$ cat src/acg_pkg.sv
// package for the converter calibration and bus gating block
package acg_pkg;

  localparam int COEFF_W = 14;
  localparam int COEFF_HI_W = 6;
  localparam int COEFF_LO_W = 8;
  localparam logic [13:0] COEFF_MID = 14'h2000;

  // special-function register addresses, chosen for this block
  localparam logic [7:0] ADDR_CONVERTER_SETUP = 8'hEF;
  localparam logic [7:0] ADDR_SAMPLE_CONTROL = 8'hD8;
  localparam logic [7:0] ADDR_CALIBRATION_CONTROL = 8'hF5;
  localparam logic [7:0] ADDR_OFFSET_COEFF_LOWER = 8'hF1;
  localparam logic [7:0] ADDR_OFFSET_COEFF_UPPER = 8'hF2;
  localparam logic [7:0] ADDR_GAIN_COEFF_LOWER = 8'hF3;
  localparam logic [7:0] ADDR_GAIN_COEFF_UPPER = 8'hF4;

  // field positions
  localparam int CAL_BUSY_BIT = 7;
  localparam int CAL_TYPE_BIT = 1;
  localparam int CAL_START_BIT = 0;
  localparam int CAL_AVG_LSB = 2;
  localparam int CAL_DEVICE_BIT = 6;
  localparam int SAMPLE_DMA_BIT = 6;
  localparam int SETUP_DIV_LSB = 4;
  localparam int SETUP_ACQ_LSB = 2;

  // channel codes for device calibration
  localparam logic [3:0] CH_INT_GROUND = 4'hB;
  localparam logic [3:0] CH_INT_REF = 4'hC;

  // cycle timing
  localparam int CAL_STEPS = 14;
  localparam int CONV_BASE = 16;

  localparam logic [7:0] SETUP_RESET = 8'h00;
  localparam logic [7:0] SAMPLE_RESET = 8'h00;
  localparam logic [7:0] CAL_RESET = 8'h00;

  typedef enum logic [1:0] {
    ACG_IDLE = 2'b00,
    ACG_RUN = 2'b01,
    ACG_STORE = 2'b11
  } acg_state_t;

  typedef struct packed {
    logic rd;
    logic wr;
    logic [7:0] addr;
    logic [7:0] wdata;
  } acg_sfr_req_t;

  typedef struct packed {
    logic rd;
    logic wr;
    logic [15:0] addr;
    logic [7:0] wdata;
  } acg_xmem_req_t;

endpackage

$ cat src/acg_top.sv
// calibration engine, coefficient registers and external port gating
//
// Overview of operation
// - core port accesses during dma to external ram are silenced
// - dma to on-chip ram leaves ports free
// - during dma to external ram core reaches only on-chip ram
// - dma block done raises core interrupt
// - two 14-bit coefficients, 6+8 split registers
// - larger offset coefficient pushes transfer down
// - larger gain coefficient raises transfer slope
// - gain span 0.975 to 1.025 of reference
// - device calibration channels ground 1011, ref 1100
// - type bit and device bit choose mode
// - cycle lasts 14*clk*averages*(16+acq)
// - busy bit 7 spans whole calibration
// - sample control bit 6 enables dma
`timescale 1ns/1ps
module acg_top
  import acg_pkg::*;
#(
  parameter int SAMPLE_W = 12,
  parameter int AVG_MAX = 31
) (
  input wire logic ref_clk,
  input wire logic rst_b,
  input wire acg_sfr_req_t sfr_req,
  output logic [7:0] sfr_rdata,
  input wire acg_xmem_req_t core_xmem,
  input wire logic expanded_ram_en,
  input wire logic dma_onchip_target,
  input wire logic dma_block_done,
  input wire logic dma_irq_en,
  input wire logic [SAMPLE_W-1:0] conv_sample,
  output acg_xmem_req_t port_req,
  output logic onchip_ram_sel,
  output logic dma_done_irq,
  output logic [3:0] conv_channel
);

  ////////////////////////////////////////////////////////////////////
  // reset release through two flops
  // the assert stays asynchronous, only the release is lined up with the clock
  logic rst_s1_r;
  logic rst_s2_r;
  always_ff @(posedge ref_clk or negedge rst_b) begin
    if (!rst_b) begin
      rst_s1_r <= 1'b0;
      rst_s2_r <= 1'b0;
    end else begin
      rst_s1_r <= 1'b1;
      rst_s2_r <= rst_s1_r;
    end
  end
  wire logic rst_n = rst_s2_r;

  // averaging count from the two-bit field; 31 is the top choice
  // field 3 follows AVG_MAX so a bench can shorten the run
  function automatic logic [4:0] avg_of(input logic [1:0] f);
    unique case (f)
      2'd0: avg_of = 5'd1;
      2'd1: avg_of = 5'd15;
      2'd2: avg_of = 5'd7;
      2'd3: avg_of = 5'(AVG_MAX);
    endcase
  endfunction

  // converter clock divide choice
  // a new ratio takes hold at the next tick, not at the write
  function automatic logic [5:0] div_of(input logic [1:0] f);
    unique case (f)
      2'd0: div_of = 6'd8;
      2'd1: div_of = 6'd4;
      2'd2: div_of = 6'd16;
      2'd3: div_of = 6'd32;
    endcase
  endfunction

  ////////////////////////////////////////////////////////////////////
  // register file and calibration engine state
  logic [7:0] setup_r, setup_nxt;
  logic [7:0] sample_r, sample_nxt;
  logic [7:0] cal_r, cal_nxt;
  logic [COEFF_W-1:0] ofs_r, ofs_nxt;
  logic [COEFF_W-1:0] gain_r, gain_nxt;
  acg_state_t state_r, state_nxt;
  logic [5:0] div_cnt_r, div_cnt_nxt;
  logic [4:0] slot_cnt_r, slot_cnt_nxt;
  logic [3:0] step_cnt_r, step_cnt_nxt;
  logic [4:0] avg_cnt_r, avg_cnt_nxt;
  logic [19:0] acc_r, acc_nxt;
  logic [7:0] rdata_r, rdata_nxt;

  // helpers shared by the engine and the channel select
  logic conv_tick;
  logic cal_gain;
  logic [4:0] slots;
  logic [COEFF_W-1:0] result;
  logic [13:0] sample_ext;

  // divided clock tick, slots per conversion, widened sample
  assign conv_tick = (div_cnt_r == 6'd0);
  assign cal_gain = cal_r[CAL_TYPE_BIT];
  assign slots = 5'(CONV_BASE) + {3'b000, setup_r[SETUP_ACQ_LSB +: 2]} + 5'd1;
  assign sample_ext = {{(14-SAMPLE_W){1'b0}}, conv_sample};
  assign result = acc_r[COEFF_W-1:0];

  // mode, timing and bus writes resolved together
  // the divider runs freely, so the first tick of a run lands anywhere
  // within one divide period; the cycle length is exact only to that period
  always_comb begin
    setup_nxt = setup_r;
    sample_nxt = sample_r;
    cal_nxt = cal_r;
    ofs_nxt = ofs_r;
    gain_nxt = gain_r;
    state_nxt = state_r;
    div_cnt_nxt = conv_tick ? (div_of(setup_r[SETUP_DIV_LSB +: 2]) - 6'd1) : div_cnt_r - 6'd1;
    slot_cnt_nxt = slot_cnt_r;
    step_cnt_nxt = step_cnt_r;
    avg_cnt_nxt = avg_cnt_r;
    acc_nxt = acc_r;
    // bit 7 belongs to the engine, software writes to it are dropped
    // coefficient halves stay writable so software can load its own values
    if (sfr_req.wr) begin
      unique case (sfr_req.addr)
        ADDR_CONVERTER_SETUP: setup_nxt = sfr_req.wdata;
        ADDR_SAMPLE_CONTROL: sample_nxt = sfr_req.wdata;
        ADDR_CALIBRATION_CONTROL: cal_nxt = {cal_r[CAL_BUSY_BIT], sfr_req.wdata[6:0]};
        ADDR_OFFSET_COEFF_LOWER: ofs_nxt[7:0] = sfr_req.wdata;
        ADDR_OFFSET_COEFF_UPPER: ofs_nxt[13:8] = sfr_req.wdata[5:0];
        ADDR_GAIN_COEFF_LOWER: gain_nxt[7:0] = sfr_req.wdata;
        ADDR_GAIN_COEFF_UPPER: gain_nxt[13:8] = sfr_req.wdata[5:0];
        default: ;
      endcase
    end
    unique case (state_r)
      ACG_IDLE: begin
        // a start write raises busy at once
        // type and averaging written with the start apply to this run
        if (sfr_req.wr && sfr_req.addr == ADDR_CALIBRATION_CONTROL &&
            sfr_req.wdata[CAL_START_BIT]) begin
          cal_nxt[CAL_BUSY_BIT] = 1'b1;
          cal_nxt[CAL_START_BIT] = 1'b0;
          state_nxt = ACG_RUN;
          step_cnt_nxt = 4'(CAL_STEPS - 1);
          avg_cnt_nxt = avg_of(sfr_req.wdata[CAL_AVG_LSB +: 2]) - 5'd1;
          slot_cnt_nxt = slots - 5'd1;
          acc_nxt = 20'd0;
        end
      end
      ACG_RUN: begin
        // one conversion per slot group, counted on the divided clock
        if (conv_tick) begin
          if (slot_cnt_r != 5'd0) begin
            slot_cnt_nxt = slot_cnt_r - 5'd1;
          end else begin
            slot_cnt_nxt = slots - 5'd1;
            // the sum wraps at 20 bits, only its low 14 bits reach a coefficient
            acc_nxt = acc_r + {6'd0, sample_ext};
            if (avg_cnt_r != 5'd0) begin
              avg_cnt_nxt = avg_cnt_r - 5'd1;
            end else begin
              avg_cnt_nxt = avg_of(cal_r[CAL_AVG_LSB +: 2]) - 5'd1;
              if (step_cnt_r != 4'd0) begin
                step_cnt_nxt = step_cnt_r - 4'd1;
              end else begin
                state_nxt = ACG_STORE;
              end
            end
          end
        end
      end
      ACG_STORE: begin
        // offset: larger code pulls transfer down; gain: larger code steepens it
        // gain is mirrored around midscale so a low reading steepens the slope
        if (cal_gain) begin
          gain_nxt = COEFF_MID + (COEFF_MID - result);
        end else begin
          ofs_nxt = COEFF_MID + result;
        end
        cal_nxt[CAL_BUSY_BIT] = 1'b0;
        state_nxt = ACG_IDLE;
      end
      default: state_nxt = ACG_IDLE;
    endcase
  end

  // read mux, registered so the read data is a flop
  // unmapped addresses read as zero
  always_comb begin
    rdata_nxt = rdata_r;
    if (sfr_req.rd) begin
      unique case (sfr_req.addr)
        ADDR_CONVERTER_SETUP: rdata_nxt = setup_r;
        ADDR_SAMPLE_CONTROL: rdata_nxt = sample_r;
        ADDR_CALIBRATION_CONTROL: rdata_nxt = cal_r;
        ADDR_OFFSET_COEFF_LOWER: rdata_nxt = ofs_r[7:0];
        ADDR_OFFSET_COEFF_UPPER: rdata_nxt = {2'b00, ofs_r[13:8]};
        ADDR_GAIN_COEFF_LOWER: rdata_nxt = gain_r[7:0];
        ADDR_GAIN_COEFF_UPPER: rdata_nxt = {2'b00, gain_r[13:8]};
        default: rdata_nxt = 8'h00;
      endcase
    end
  end

  // register file, engine counters and read data
  always_ff @(posedge ref_clk or negedge rst_n) begin
    if (!rst_n) begin
      setup_r <= SETUP_RESET;
      sample_r <= SAMPLE_RESET;
      cal_r <= CAL_RESET;
      ofs_r <= COEFF_MID;
      gain_r <= COEFF_MID;
      state_r <= ACG_IDLE;
      div_cnt_r <= 6'h00;
      slot_cnt_r <= 5'h00;
      step_cnt_r <= 4'h0;
      avg_cnt_r <= 5'h00;
      acc_r <= 20'h00000;
      rdata_r <= 8'h00;
    end else begin
      setup_r <= setup_nxt;
      sample_r <= sample_nxt;
      cal_r <= cal_nxt;
      ofs_r <= ofs_nxt;
      gain_r <= gain_nxt;
      state_r <= state_nxt;
      div_cnt_r <= div_cnt_nxt;
      slot_cnt_r <= slot_cnt_nxt;
      step_cnt_r <= step_cnt_nxt;
      avg_cnt_r <= avg_cnt_nxt;
      acc_r <= acc_nxt;
      rdata_r <= rdata_nxt;
    end
  end

  ////////////////////////////////////////////////////////////////////
  // external port gating and interrupt
  acg_xmem_req_t port_nxt, port_r;
  logic onchip_nxt, onchip_r;
  logic irq_nxt, irq_r;
  logic [3:0] chan_nxt, chan_r;
  logic dma_on;
  logic dma_external;

  // who owns the pins and the on-chip ram while dma runs
  assign dma_on = sample_r[SAMPLE_DMA_BIT];
  assign dma_external = dma_on && !dma_onchip_target;

  // instructions still complete, only the pins stay quiet
  // the gate sits ahead of the port flop, so it costs no extra cycle
  always_comb begin
    port_nxt = core_xmem;
    onchip_nxt = expanded_ram_en && (core_xmem.rd || core_xmem.wr);
    if (dma_external) begin
      // pins belong to dma, only the on-chip ram stays reachable
      port_nxt.rd = 1'b0;
      port_nxt.wr = 1'b0;
      onchip_nxt = expanded_ram_en && (core_xmem.rd || core_xmem.wr);
    end else if (dma_on) begin
      // dma fills the on-chip ram, the pins go back to the core
      port_nxt = core_xmem;
      onchip_nxt = 1'b0;
    end
    // the pulse only means something while dma is on
    irq_nxt = dma_on && dma_irq_en && dma_block_done;
    // the internal channel is forced only for device calibration
    chan_nxt = sample_r[3:0];
    if (state_r != ACG_IDLE && cal_r[CAL_DEVICE_BIT]) begin
      chan_nxt = cal_gain ? CH_INT_REF : CH_INT_GROUND;
    end
  end

  // gating, interrupt and channel flops
  always_ff @(posedge ref_clk or negedge rst_n) begin
    if (!rst_n) begin
      port_r <= '0;
      onchip_r <= 1'b0;
      irq_r <= 1'b0;
      chan_r <= 4'h0;
    end else begin
      port_r <= port_nxt;
      onchip_r <= onchip_nxt;
      irq_r <= irq_nxt;
      chan_r <= chan_nxt;
    end
  end

  // outputs straight from their flops
  assign sfr_rdata = rdata_r;
  assign port_req = port_r;
  assign onchip_ram_sel = onchip_r;
  assign dma_done_irq = irq_r;
  assign conv_channel = chan_r;

endmodule

$ cat config.mk
export PLATFORM = sky130hd
export DESIGN_NAME = acg_top
export DESIGN_NICKNAME = d
export VERILOG_FILES = /design/src/acg_pkg.sv /design/src/acg_top.sv
export SDC_FILE = /design/constraint.sdc
export NUM_CORES = 1
export LEC_CHECK = 0
export BUFFER_PORTS_ARGS = -buffer_cell sky130_fd_sc_hd__buf_2
export CORE_ASPECT_RATIO = 0.75
export CORE_MARGIN = 2
export CORE_UTILIZATION = 61
export CTS_CLUSTER_SIZE = 28
export DETAILED_ROUTE_END_ITERATION = 10
export GPL_TIMING_DRIVEN = 0
export PLACE_DENSITY = 0.85
export SYNTH_ARGS = -nofsm -noshare
export SYNTH_HDL_FRONTEND = slang
export SYNTH_SLANG_ARGS = --single-unit
$ cat constraint.sdc
create_clock -name ref_clk -period 6.4 [get_ports ref_clk]
set_input_delay 0 -clock ref_clk [delete_from_list [all_inputs] [get_ports ref_clk]]
set_output_delay 0 -clock ref_clk [all_outputs]
set_load 0.01 [all_outputs]
==> results.sh, run 1 <==
export IMPL_outcome="complete, no violations"
export IMPL_skew_ns=0.00941
export IMPL_crit_path_max_fanout=10
export IMPL_final_hold_violation_count=0
export IMPL_critPathKind="reg -> reg"
export IMPL_first_iter_violations=850
export IMPL_numCtsBuffers=17
export IMPL_grt_max_degree=74
export IMPL_setup_violations=0
export IMPL_synth_top_family_by_area="compound AO/OA/AOI/OAI gates"
export IMPL_floorplan_die_area_sq_um=11500
export IMPL_hpwl_mm=12.5
export IMPL_fill_cells=605
export IMPL_p_int_mw=1.76
export IMPL_synth_top_area_share_pct=49.3
export IMPL_period_minus_slack_ns=2.79
export IMPL_synthAdderAreaFrac_pct=3.58
export IMPL_cts_buffer_depth=2
export IMPL_synthMuxAreaShare_pct=9.61
export IMPL_cts_hold_fix_buffers=40
export IMPL_power_leakage_nw=3.78
export IMPL_synth_seq_cells=130
export IMPL_p_per_area_nw_per_um2=319
export IMPL_core_area_sq_um=10300
export IMPL_syn_area_sq_um=6500
export IMPL_dpl_cell_count=851
export IMPL_globalRouteOverflowTotal=0
export IMPL_cp_end_kind="register"
export IMPL_fmax_mhz=359
export IMPL_firstDrtPassIters=5
export IMPL_p_switching_mw=0.831
export IMPL_finalCritPeriodShare_pct=43.6
export IMPL_fin_setup_tns_ns=0
export IMPL_rows=32
export IMPL_p_clk_share_pct=36.5
export IMPL_cts_sinks=130
export IMPL_avgSynthCellArea_sq_um=10.5
export IMPL_path_clk_slew_ns=0.06
export IMPL_comb_power_share_pct=23.4
export IMPL_instances_no_fill=921
export IMPL_synthTopCellsByCount="128 x dfrtp_1, 52 x nand2_1, 44 x o21ai_0"
export IMPL_p_sw_share_pct=32.0
export IMPL_drt_antenna_violating_nets=0
export IMPL_finalMaxSlewViolations=0
export IMPL_cp_required_ns=6.68
export IMPL_clk_latency_ns=0.42
export IMPL_syn_num_nets=697
export IMPL_relSlewSlack_pct=8.67
export IMPL_arrival_ns=3.07
export IMPL_r2r_start="state_r[1]"
export IMPL_die_w_um=123
export IMPL_synth_area_leader_cell="dfrtp_1"
export IMPL_grt_use_total_pct=38.3
export IMPL_hold_end="acc_r[0]"
export IMPL_synth_xor_area_share_pct=2.43
export IMPL_htreeDepth=4
export IMPL_cts_setup_buffers=0
export IMPL_pin_count=102
export IMPL_power_frac_seq_pct=40.2
export IMPL_synth_edf_count=0
export IMPL_holdPathStages=4
export IMPL_rrSetupSlack_ns=3.61
export IMPL_rr_endpoint="acc_r[6]"
export IMPL_yosys_cell_types_count=68
export IMPL_min_path_type="in -> reg"
export IMPL_worst_setup_path_start_kind="register"
export IMPL_synth_compound_area_share_pct=15.8
export IMPL_syn2layout_area_growth_pct=25.3
export IMPL_port_buffers=97
export IMPL_antenna_found_initial=1
export IMPL_drv_cap=0
export IMPL_synthMostInstantiatedCell="dfrtp_1"
export IMPL_die_y_um=93.4
export IMPL_viasPerCell=6.64
export IMPL_ys_warn_count=0
export IMPL_grt_pass1_wl_mm=32.7
export IMPL_reg2regPathDepth=7
export IMPL_worstHoldStart="conv_sample[0]"
export IMPL_path_cells="or3b_2, nor4_1, o21ai_1, buf_2, clkbuf_1, nand2_1, o21ai_0"
export IMPL_synthFlopType="dfrtp_1"
export IMPL_root_buffer="clkbuf_16"
export IMPL_rsz0062_at_grt="false"
export IMPL_final_nets=854
export IMPL_synthTopCellsByArea="dfrtp_1 49%, mux2i_1 4.9%, mux2_2 4.7%"
export IMPL_routed_wl_mm=20.7
export IMPL_synthSimpleGateAreaFrac_pct=15.7
export IMPL_vias=6116
export IMPL_tightestPinTransition_ns=1.36
export IMPL_drive_gt1_share_pct=21.4
export IMPL_ys_seq_area_share_pct=50.1
export IMPL_cts_repair_resized=0
export IMPL_crit_path_top_delay_cell="nor4_1"
export IMPL_wl_per_cell_um=22.5
export IMPL_multi_input_area_sq_um=3070
export IMPL_ir_worst_vdd_mv=0.226
export IMPL_regArea_sq_um=3260
export IMPL_place_gp_congestion=0.916
export IMPL_async_flop_share_pct=100
export IMPL_start_util_pct=62.9
export IMPL_tritoncts="yes"
export IMPL_grt_pass1_vias=6139
export IMPL_drc=0
export IMPL_syn_inst=617
export IMPL_max_stage_delay_ns=0.78
## metal layers
layer	wire length, um	track usage (%)	vias to the layer above
li1	-	-	2595
met1	7610	47.4	2966
met2	9940	61.7	449
met3	2160	10.1	106
met4	1010	19.8	0
met5	0	0	-
## worst max path at each step
stage | cells past startpoint | endpoint | slack (ns) | startpoint
floorplan | 0 | acc_r[0] | 2.51 | rst_n
detailed placement | 7 | avg_cnt_r[2] | 3.84 | state_r[1]
finish | 7 | acc_r[6] | 3.61 | state_r[1]
CTS | 5 | step_cnt_r[0] | 3.83 | state_r[1]
global route | 7 | avg_cnt_r[2] | 3.56 | state_r[1]
global placement | 0 | ofs_r[1] | 1.41 | rst_n
## flip-flops by register name, summed over array words and instances (netlist names), 6 cells and up
signal     cells
ofs_r         14
acc_r         14
sample_r       8
gain_r        14
div_cnt_r      6
cal_r          8
port_req      26
setup_r        8
sfr_rdata      8
## critical path, delay by kind of cell (launching register included)
| family | cells | cell delay (ns) |
|---|---|---|
| AND/OR/NAND/NOR | 3 | 1.43 |
| buffers and inverters | 2 | 0.49 |
| AO/OA/AOI/OAI | 2 | 0.25 |
| flip-flops | 1 | 0.49 |
## cell families (layout without fill, tap and decap cells)
| group | count (synthesis) | count (layout) |
|---|---|---|
| other cells | 1 | 2 |
| compound gates | 159 | 159 |
| xor+xnor | 18 | 18 |
| buf+inv | 45 | 212 |
| flops | 130 | 130 |
| mux | 59 | 59 |
| fa+ha+maj | 18 | 18 |
| simple gates | 187 | 187 |
## cells in the final DEF (no fill, tap or decap), types with 7 or more instances in the layout
cell type / count
a211oi_1: 12
a21o_1: 9
a21oi_1: 35
and3_1: 7
buf_2: 103
clkbuf_1: 20
clkbuf_16: 17
dfrtp_1: 127
dlygate4sd3_1: 40
ha_1: 17
inv_1: 22
mux2_2: 27
mux2i_1: 32
nand2_1: 52
nand2b_1: 10
nand3_1: 11
nand3b_1: 10
nor2_1: 32
nor3_1: 15
nor4_1: 8
o21ai_0: 44
o22ai_1: 8
o31ai_1: 7
xnor2_1: 7
xor2_1: 11
## stage by stage
step | worst slack, ns | hold slack, ns | cell area [sq um] | power (mW) | utilization, %
6_report | 3.61 | 0.0306 | 8140 | 2.60 | 78.8
5_1_grt | 3.56 | 0.0637 | 8140 | 2.70 | 78.8
4_1_cts | 3.83 | 0.0151 | 8140 | 2.53 | 78.8
3_5_place_dp | 3.84 | -0.214 | 7190 | 1.59 | 69.6
3_3_place_gp | 1.41 | -0.214 | 7150 | 1.55 | 69.3
2_1_floorplan | 2.51 | -0.296 | 6500 | 1.42 | -
## power by group through the flow
| stage | sequential (mW) | clock [mW] | combinational [mW] |
|---|---|---|---|
| after floorplan | 1.02 | 0 | 0.407 |
| after global placement | 1.04 | 0 | 0.508 |
| after detailed placement | 1.04 | 0 | 0.548 |
| after CTS | 1.03 | 0.927 | 0.576 |
| after global routing | 1.05 | 0.978 | 0.669 |
| final | 1.04 | 0.947 | 0.606 |
## cell type report
| type | count | share of cell area (%) |
|---|---|---|
| Clock inverter | 6 | 1.03 |
| Inverter | 22 | 1.01 |
| Clock buffer | 23 | 5.75 |
| Timing Repair Buffer | 138 | 11.2 |
| Multi-Input combinational cell | 442 | 37.7 |
| Tap cell | 136 | 2.09 |
| Buffer | 23 | 1.15 |
| Sequential cell | 130 | 40.0 |
| Antenna cell | 1 | 0.0307 |
Note: power is estimated with default switching activity, not from simulation.
==> run 2, diff against run 1 <==
--- a/config.mk
+++ b/config.mk
@@ -8,11 +8,11 @@
 export BUFFER_PORTS_ARGS = -buffer_cell sky130_fd_sc_hd__buf_2
 export CORE_ASPECT_RATIO = 0.75
 export CORE_MARGIN = 2
-export CORE_UTILIZATION = 61
+export CORE_UTILIZATION = 57
 export CTS_CLUSTER_SIZE = 28
 export DETAILED_ROUTE_END_ITERATION = 10
 export GPL_TIMING_DRIVEN = 0
-export PLACE_DENSITY = 0.85
+export PLACE_DENSITY = 0.8
 export SYNTH_ARGS = -nofsm -noshare
 export SYNTH_HDL_FRONTEND = slang
 export SYNTH_SLANG_ARGS = --single-unit
==> constraint.sdc (replaced) <==
create_clock -name ref_clk -period 2.8 [get_ports ref_clk]
set_input_delay 0 -clock ref_clk [delete_from_list [all_inputs] [get_ports ref_clk]]
set_output_delay 0 -clock ref_clk [all_outputs]
set_load 0.01 [all_outputs]
==> results.sh, run 2 (synthesized netlist as in run 1, its figures left out) <==
export IMPL_outcome="complete, no violations"
export IMPL_final_hold_violation_count=0
export IMPL_port_buffers=97
export IMPL_critPathKind="reg -> reg"
export IMPL_tritoncts="yes"
export IMPL_fin_total_pwr_mw=6.00
export IMPL_wl_met2_mm=8.73
export IMPL_path_delay_family="compound AO/OA/AOI/OAI gates"
export IMPL_first_iter_violations=773
export IMPL_grt_use_total_pct=32.0
export IMPL_start_util_pct=58.9
export IMPL_rr_endpoint="acc_r[10]"
export IMPL_cp_required_ns=3.11
export IMPL_fill_cells=713
export IMPL_globalRouteOverflowTotal=0
export IMPL_path_clk_slew_ns=0.06
export IMPL_finalCritPeriodShare_pct=90.8
export IMPL_finalMaxSlewViolations=0
export IMPL_worst_setup_path_start_kind="register"
export IMPL_wl_per_cell_um=20.7
export IMPL_pin_count=102
export IMPL_tightestPinTransition_ns=1.23
export IMPL_regArea_sq_um=3260
export IMPL_hold_end="ofs_r[11]"
export IMPL_hpwl_mm=12.4
export IMPL_vias=5927
export IMPL_final_nets=856
export IMPL_drive_gt1_share_pct=22.4
export IMPL_layout_setup_ws_ns=0.258
export IMPL_cts_sinks=130
export IMPL_root_buffer="clkbuf_16"
export IMPL_period_minus_slack_ns=2.54
export IMPL_fmax_mhz=393
export IMPL_reg2regPathDepth=7
export IMPL_path_cells="ha_1, fa_1, a211oi_1, o211ai_1, a41oi_1, xnor2_1, a22o_1"
export IMPL_skew_ns=0.0144
export IMPL_worstHoldStart="sfr_req[3]"
export IMPL_final_common_cell="dfrtp_1"
export IMPL_arrival_ns=2.85
export IMPL_cts_buffer_depth=2
export IMPL_syn2layout_area_growth_pct=26.5
export IMPL_crit_path_top_delay_cell="dfrtp_1"
export IMPL_crit_path_max_fanout=6
export IMPL_antenna_found_initial=0
export IMPL_multi_input_area_sq_um=3070
export IMPL_grt_pass1_vias=5822
export IMPL_cts_setup_buffers=0
export IMPL_min_path_type="in -> reg"
export IMPL_setup_violations=0
export IMPL_grt_max_degree=73
export IMPL_rows=33
export IMPL_drc=0
export IMPL_largest_reg_flops=26
export IMPL_floorplan_die_area_sq_um=12300
export IMPL_relSlewSlack_pct=17.0
export IMPL_numCtsBuffers=17
export IMPL_preCtsSetupSlack_ns=0.305
export IMPL_die_w_um=127
export IMPL_fin_setup_tns_ns=0
export IMPL_routed_wl_mm=19.2
export IMPL_r2r_start="acc_r[0]"
export IMPL_met3WireLength_mm=2.11
export IMPL_place_gp_congestion=0.922
export IMPL_power_leakage_nw=3.81
export IMPL_holdPathStages=3
export IMPL_firstDrtPassIters=8
export IMPL_core_area_sq_um=11000
export IMPL_highest_layer="met4"
export IMPL_cp_buffers_inverters=0
export IMPL_wl_met1_mm=7.83
export IMPL_viasPerCell=6.38
export IMPL_die_y_um=96.5
export IMPL_cp_end_kind="register"
export IMPL_htreeDepth=4
export IMPL_grt_pass1_wl_mm=29.7
export IMPL_mostFrequentLayoutCells="127 x dfrtp_1, 103 x buf_2, 52 x nand2_1"
export IMPL_fin_hold_ws_ns=0.0282
export IMPL_drt_antenna_violating_nets=0
export IMPL_rrSetupSlack_ns=0.26
export IMPL_rsz0062_at_grt="false"
export IMPL_p_per_area_nw_per_um2=729
export IMPL_ir_worst_vdd_mv=0.511
export IMPL_drv_cap=0
export IMPL_max_stage_delay_ns=0.48
export IMPL_n_antenna_cell=0
export IMPL_clk_latency_ns=0.43
-- run 2: worst min-delay path, cell delays in order --
cell and delay [ns]:
buf_2 0.18, mux2i_1 0.14, o21ai_0 0.08
-- run 2: area by class of cell --
cell class | count | share of cell area, %
inverters | 22 | 1.00
repair buffers | 140 | 11.4
clock buffers | 17 | 5.17
plain buffers | 23 | 1.16
flip-flops and latches | 130 | 39.6
clock inverters | 15 | 2.18
well taps | 140 | 2.13
multi-input cells | 442 | 37.4
-- run 2: metal layers --
| layer | vias up | global-route usage [%] |
|---|---|---|
| met3 | 70 | 8.98 |
| met5 | - | 0 |
| met1 | 2857 | 41.6 |
| li1 | 2593 | - |
| met2 | 407 | 51.2 |
| met4 | 0 | 13.5 |
-- run 2: how the worst max path moves through the flow --
| stage | start | endpoint | slack, ns | cells past startpoint |
|---|---|---|---|---|
| after floorplan | acc_r[0] | acc_r[10] | 0.62 | 7 |
| after global placement | rst_n | sfr_rdata[0] | -0.004 | 0 |
| after detailed placement | slot_cnt_r[0] | acc_r[5] | 0.30 | 7 |
| after CTS | slot_cnt_r[0] | acc_r[7] | 0.25 | 7 |
| after global routing | acc_r[0] | acc_r[10] | 0.11 | 7 |
| final | acc_r[0] | acc_r[10] | 0.26 | 7 |
-- run 2: power by group --
| part | internal, mW | leakage (nW) | switching (mW) | total, mW |
|---|---|---|---|---|
| clock | 1.29 | 0.297 | 0.985 | 2.27 |
| combinational | 0.598 | 1.92 | 0.761 | 1.36 |
| sequential | 2.09 | 1.60 | 0.274 | 2.37 |
-- run 2: per-stage QoR --
step / utilization (%) / area, sq um / instances
floorplan: - / 6500 / 617
global placement: 65.0 / 7160 / 854
detailed placement: 65.2 / 7190 / 855
CTS: 74.5 / 8220 / 929
global route: 74.6 / 8220 / 929
finish: 74.6 / 8220 / 929
-- run 2: timing repair --
| item | in CTS | in global routing |
|---|---|---|
| resized for setup | 0 | 2 |
| endpoints found under the setup margin | 0 | 1 |
| hold endpoints to repair | 63 | 0 |
| hold buffers | 42 | 0 |
==> run 3, diff against run 2 <==
--- a/config.mk
+++ b/config.mk
@@ -8,11 +8,11 @@
 export BUFFER_PORTS_ARGS = -buffer_cell sky130_fd_sc_hd__buf_2
 export CORE_ASPECT_RATIO = 0.75
 export CORE_MARGIN = 2
-export CORE_UTILIZATION = 57
+export CORE_UTILIZATION = 51
 export CTS_CLUSTER_SIZE = 28
 export DETAILED_ROUTE_END_ITERATION = 10
 export GPL_TIMING_DRIVEN = 0
-export PLACE_DENSITY = 0.8
+export PLACE_DENSITY = 0.73
 export SYNTH_ARGS = -nofsm -noshare
 export SYNTH_HDL_FRONTEND = slang
 export SYNTH_SLANG_ARGS = --single-unit
==> constraint.sdc (replaced) <==
create_clock -name ref_clk -period 2.24 [get_ports ref_clk]
set_input_delay 0 -clock ref_clk [delete_from_list [all_inputs] [get_ports ref_clk]]
set_output_delay 0 -clock ref_clk [all_outputs]
set_load 0.01 [all_outputs]
==> results.sh, run 3 (synthesized netlist as in run 1, its figures left out) <==
export IMPL_outcome="finished with violations"
export IMPL_violations="negative setup slack"
export IMPL_power_frac_seq_pct=38.0
export IMPL_worst_setup_path_start_kind="register"
export IMPL_p_switching_mw=2.41
export IMPL_rrSetupSlack_ns=-0.04
export IMPL_mostFrequentLayoutCells="122 x dfrtp_1, 103 x buf_2, 52 x nand2_1"
export IMPL_reg2regPathDepth=6
export IMPL_layout_setup_ws_ns=-0.0387
export IMPL_largest_reg_flops=26
export IMPL_globalRouteOverflowTotal=0
export IMPL_rsz0062_at_grt="true"
export IMPL_routed_wl_mm=19.2
export IMPL_clk_latency_ns=0.42
export IMPL_root_buffer="clkbuf_16"
export IMPL_floorplan_die_area_sq_um=13700
export IMPL_p_clk_share_pct=37.9
export IMPL_tritoncts="yes"
export IMPL_rr_endpoint="step_cnt_r[0]"
export IMPL_die_y_um=102
export IMPL_comb_power_share_pct=24.1
export IMPL_vias=5830
export IMPL_regArea_sq_um=3270
export IMPL_setup_violations=2
export IMPL_dpl_cell_count=882
export IMPL_worstHoldStart="conv_sample[0]"
export IMPL_final_common_cell="dfrtp_1"
export IMPL_fmax_mhz=439
export IMPL_arrival_ns=2.58
export IMPL_hpwl_mm=12.7
export IMPL_fin_hold_ws_ns=0.0379
export IMPL_drc=0
export IMPL_p_int_mw=5.37
export IMPL_cts_buffer_depth=2
export IMPL_start_util_pct=52.6
export IMPL_ir_worst_vdd_mv=0.541
export IMPL_post_route_util_pct=69.5
export IMPL_min_path_type="in -> reg"
export IMPL_cts_sinks=130
export IMPL_cp_required_ns=2.55
export IMPL_htreeDepth=4
export IMPL_relSlewSlack_pct=11.2
export IMPL_numCtsBuffers=17
export IMPL_viasPerCell=6.02
export IMPL_first_iter_violations=543
export IMPL_die_w_um=134
export IMPL_finalMaxSlewViolations=0
export IMPL_firstDrtPassIters=5
export IMPL_power_leakage_nw=3.91
export IMPL_n_antenna_cell=0
export IMPL_drive_gt1_share_pct=27.9
export IMPL_grt_pass1_vias=5650
export IMPL_p_per_area_nw_per_um2=906
export IMPL_final_nets=870
export IMPL_holdPathStages=4
export IMPL_grt_pass1_wl_mm=29.8
export IMPL_instances_no_fill=969
export IMPL_path_clk_slew_ns=0.06
export IMPL_wl_per_cell_um=19.8
export IMPL_syn2layout_area_growth_pct=32.0
export IMPL_period_minus_slack_ns=2.28
export IMPL_crit_path_max_fanout=8
export IMPL_finalCritPeriodShare_pct=102
export IMPL_p_sw_share_pct=31.0
export IMPL_rows=35
export IMPL_skew_ns=0.00924
export IMPL_cp_end_kind="register"
export IMPL_r2r_start="state_r[1]"
export IMPL_grt_use_total_pct=28.7
export IMPL_critPathKind="reg -> reg"
export IMPL_final_hold_violation_count=0
export IMPL_fill_cells=924
export IMPL_fin_setup_tns_ns=-0.0577
export IMPL_drv_cap=0
export IMPL_core_area_sq_um=12300
export IMPL_multi_input_area_sq_um=3250
export IMPL_drt_antenna_violating_nets=0
export IMPL_antenna_found_initial=0
export IMPL_tightestPinTransition_ns=1.32
export IMPL_port_buffers=97
export IMPL_grt_max_degree=53
export IMPL_pin_count=102
export IMPL_hold_end="acc_r[0]"
export IMPL_place_gp_congestion=0.943
## run 3: changes by cell type in the layout (fill, tap and decap cells not counted), moves of 5 or more
cell     delta
buf_4      +18
inv_8       -8
ha_1        -6
dfrtp_1     -5
dfrtp_2     +5
## run 3: stage by stage
stage / cell area, sq um / setup WS [ns] / power, mW
floorplan: 6500 / 0.0638 / 4.06
global placement: 7190 / -0.588 / 4.46
detailed placement: 7240 / -0.410 / 4.54
CTS: 8390 / -0.0352 / 7.57
global route: 8580 / -0.0991 / 8.16
finish: 8580 / -0.0387 / 7.78
## run 3: power groups by stage
stage,Sequential (mW),Clock (mW),Combinational (mW)
finish,2.96,2.95,1.87
global route,2.99,3.10,2.07
CTS,2.93,2.93,1.71
detailed placement,2.97,0,1.58
global placement,2.98,0,1.47
floorplan,2.90,0,1.16
## run 3: worst max-delay path, stage by stage, from the launching register on
cell and delay, ns:
dfrtp_2 0.47, or3b_2 0.52, nor4_4 0.22, buf_4 0.20
o21ai_2 0.08, or4b_4 0.50, a21o_1 0.19
## run 3: timing repair
item,CTS,global route
pin swaps,9,9
hold endpoints to repair,58,0
hold buffers,40,0
gates resized for setup,19,32
setup buffers,7,9
setup endpoints to repair,25,34
## run 3: area by class of cell
cell class	count	share of cell area (%)
well taps	166	2.42
clock inverters	13	2.14
clock buffers	19	5.16
inverters	22	0.963
flip-flops and latches	130	38.1
repair buffers	155	12.3
multi-input cells	442	37.8
plain buffers	22	1.14
## run 3: worst max path at each step
stage | from | to | slack, ns | cells past startpoint
floorplan | acc_r[0] | acc_r[10] | 0.06 | 7
global placement | rst_n | ofs_r[1] | -0.59 | 0
detailed placement | state_r[1] | avg_cnt_r[2] | -0.41 | 7
CTS | div_cnt_r[0] | step_cnt_r[0] | -0.04 | 5
global route | avg_cnt_r[3] | avg_cnt_r[2] | -0.1 | 7
finish | state_r[1] | step_cnt_r[0] | -0.04 | 6
## run 3: metal layers
metal | global-route usage, % | share of wire, %
met1 | 39.9 | 43
met2 | 45.8 | 47
met3 | 5.76 | 7.7
met4 | 9.64 | 2.2
met5 | 0 | 0
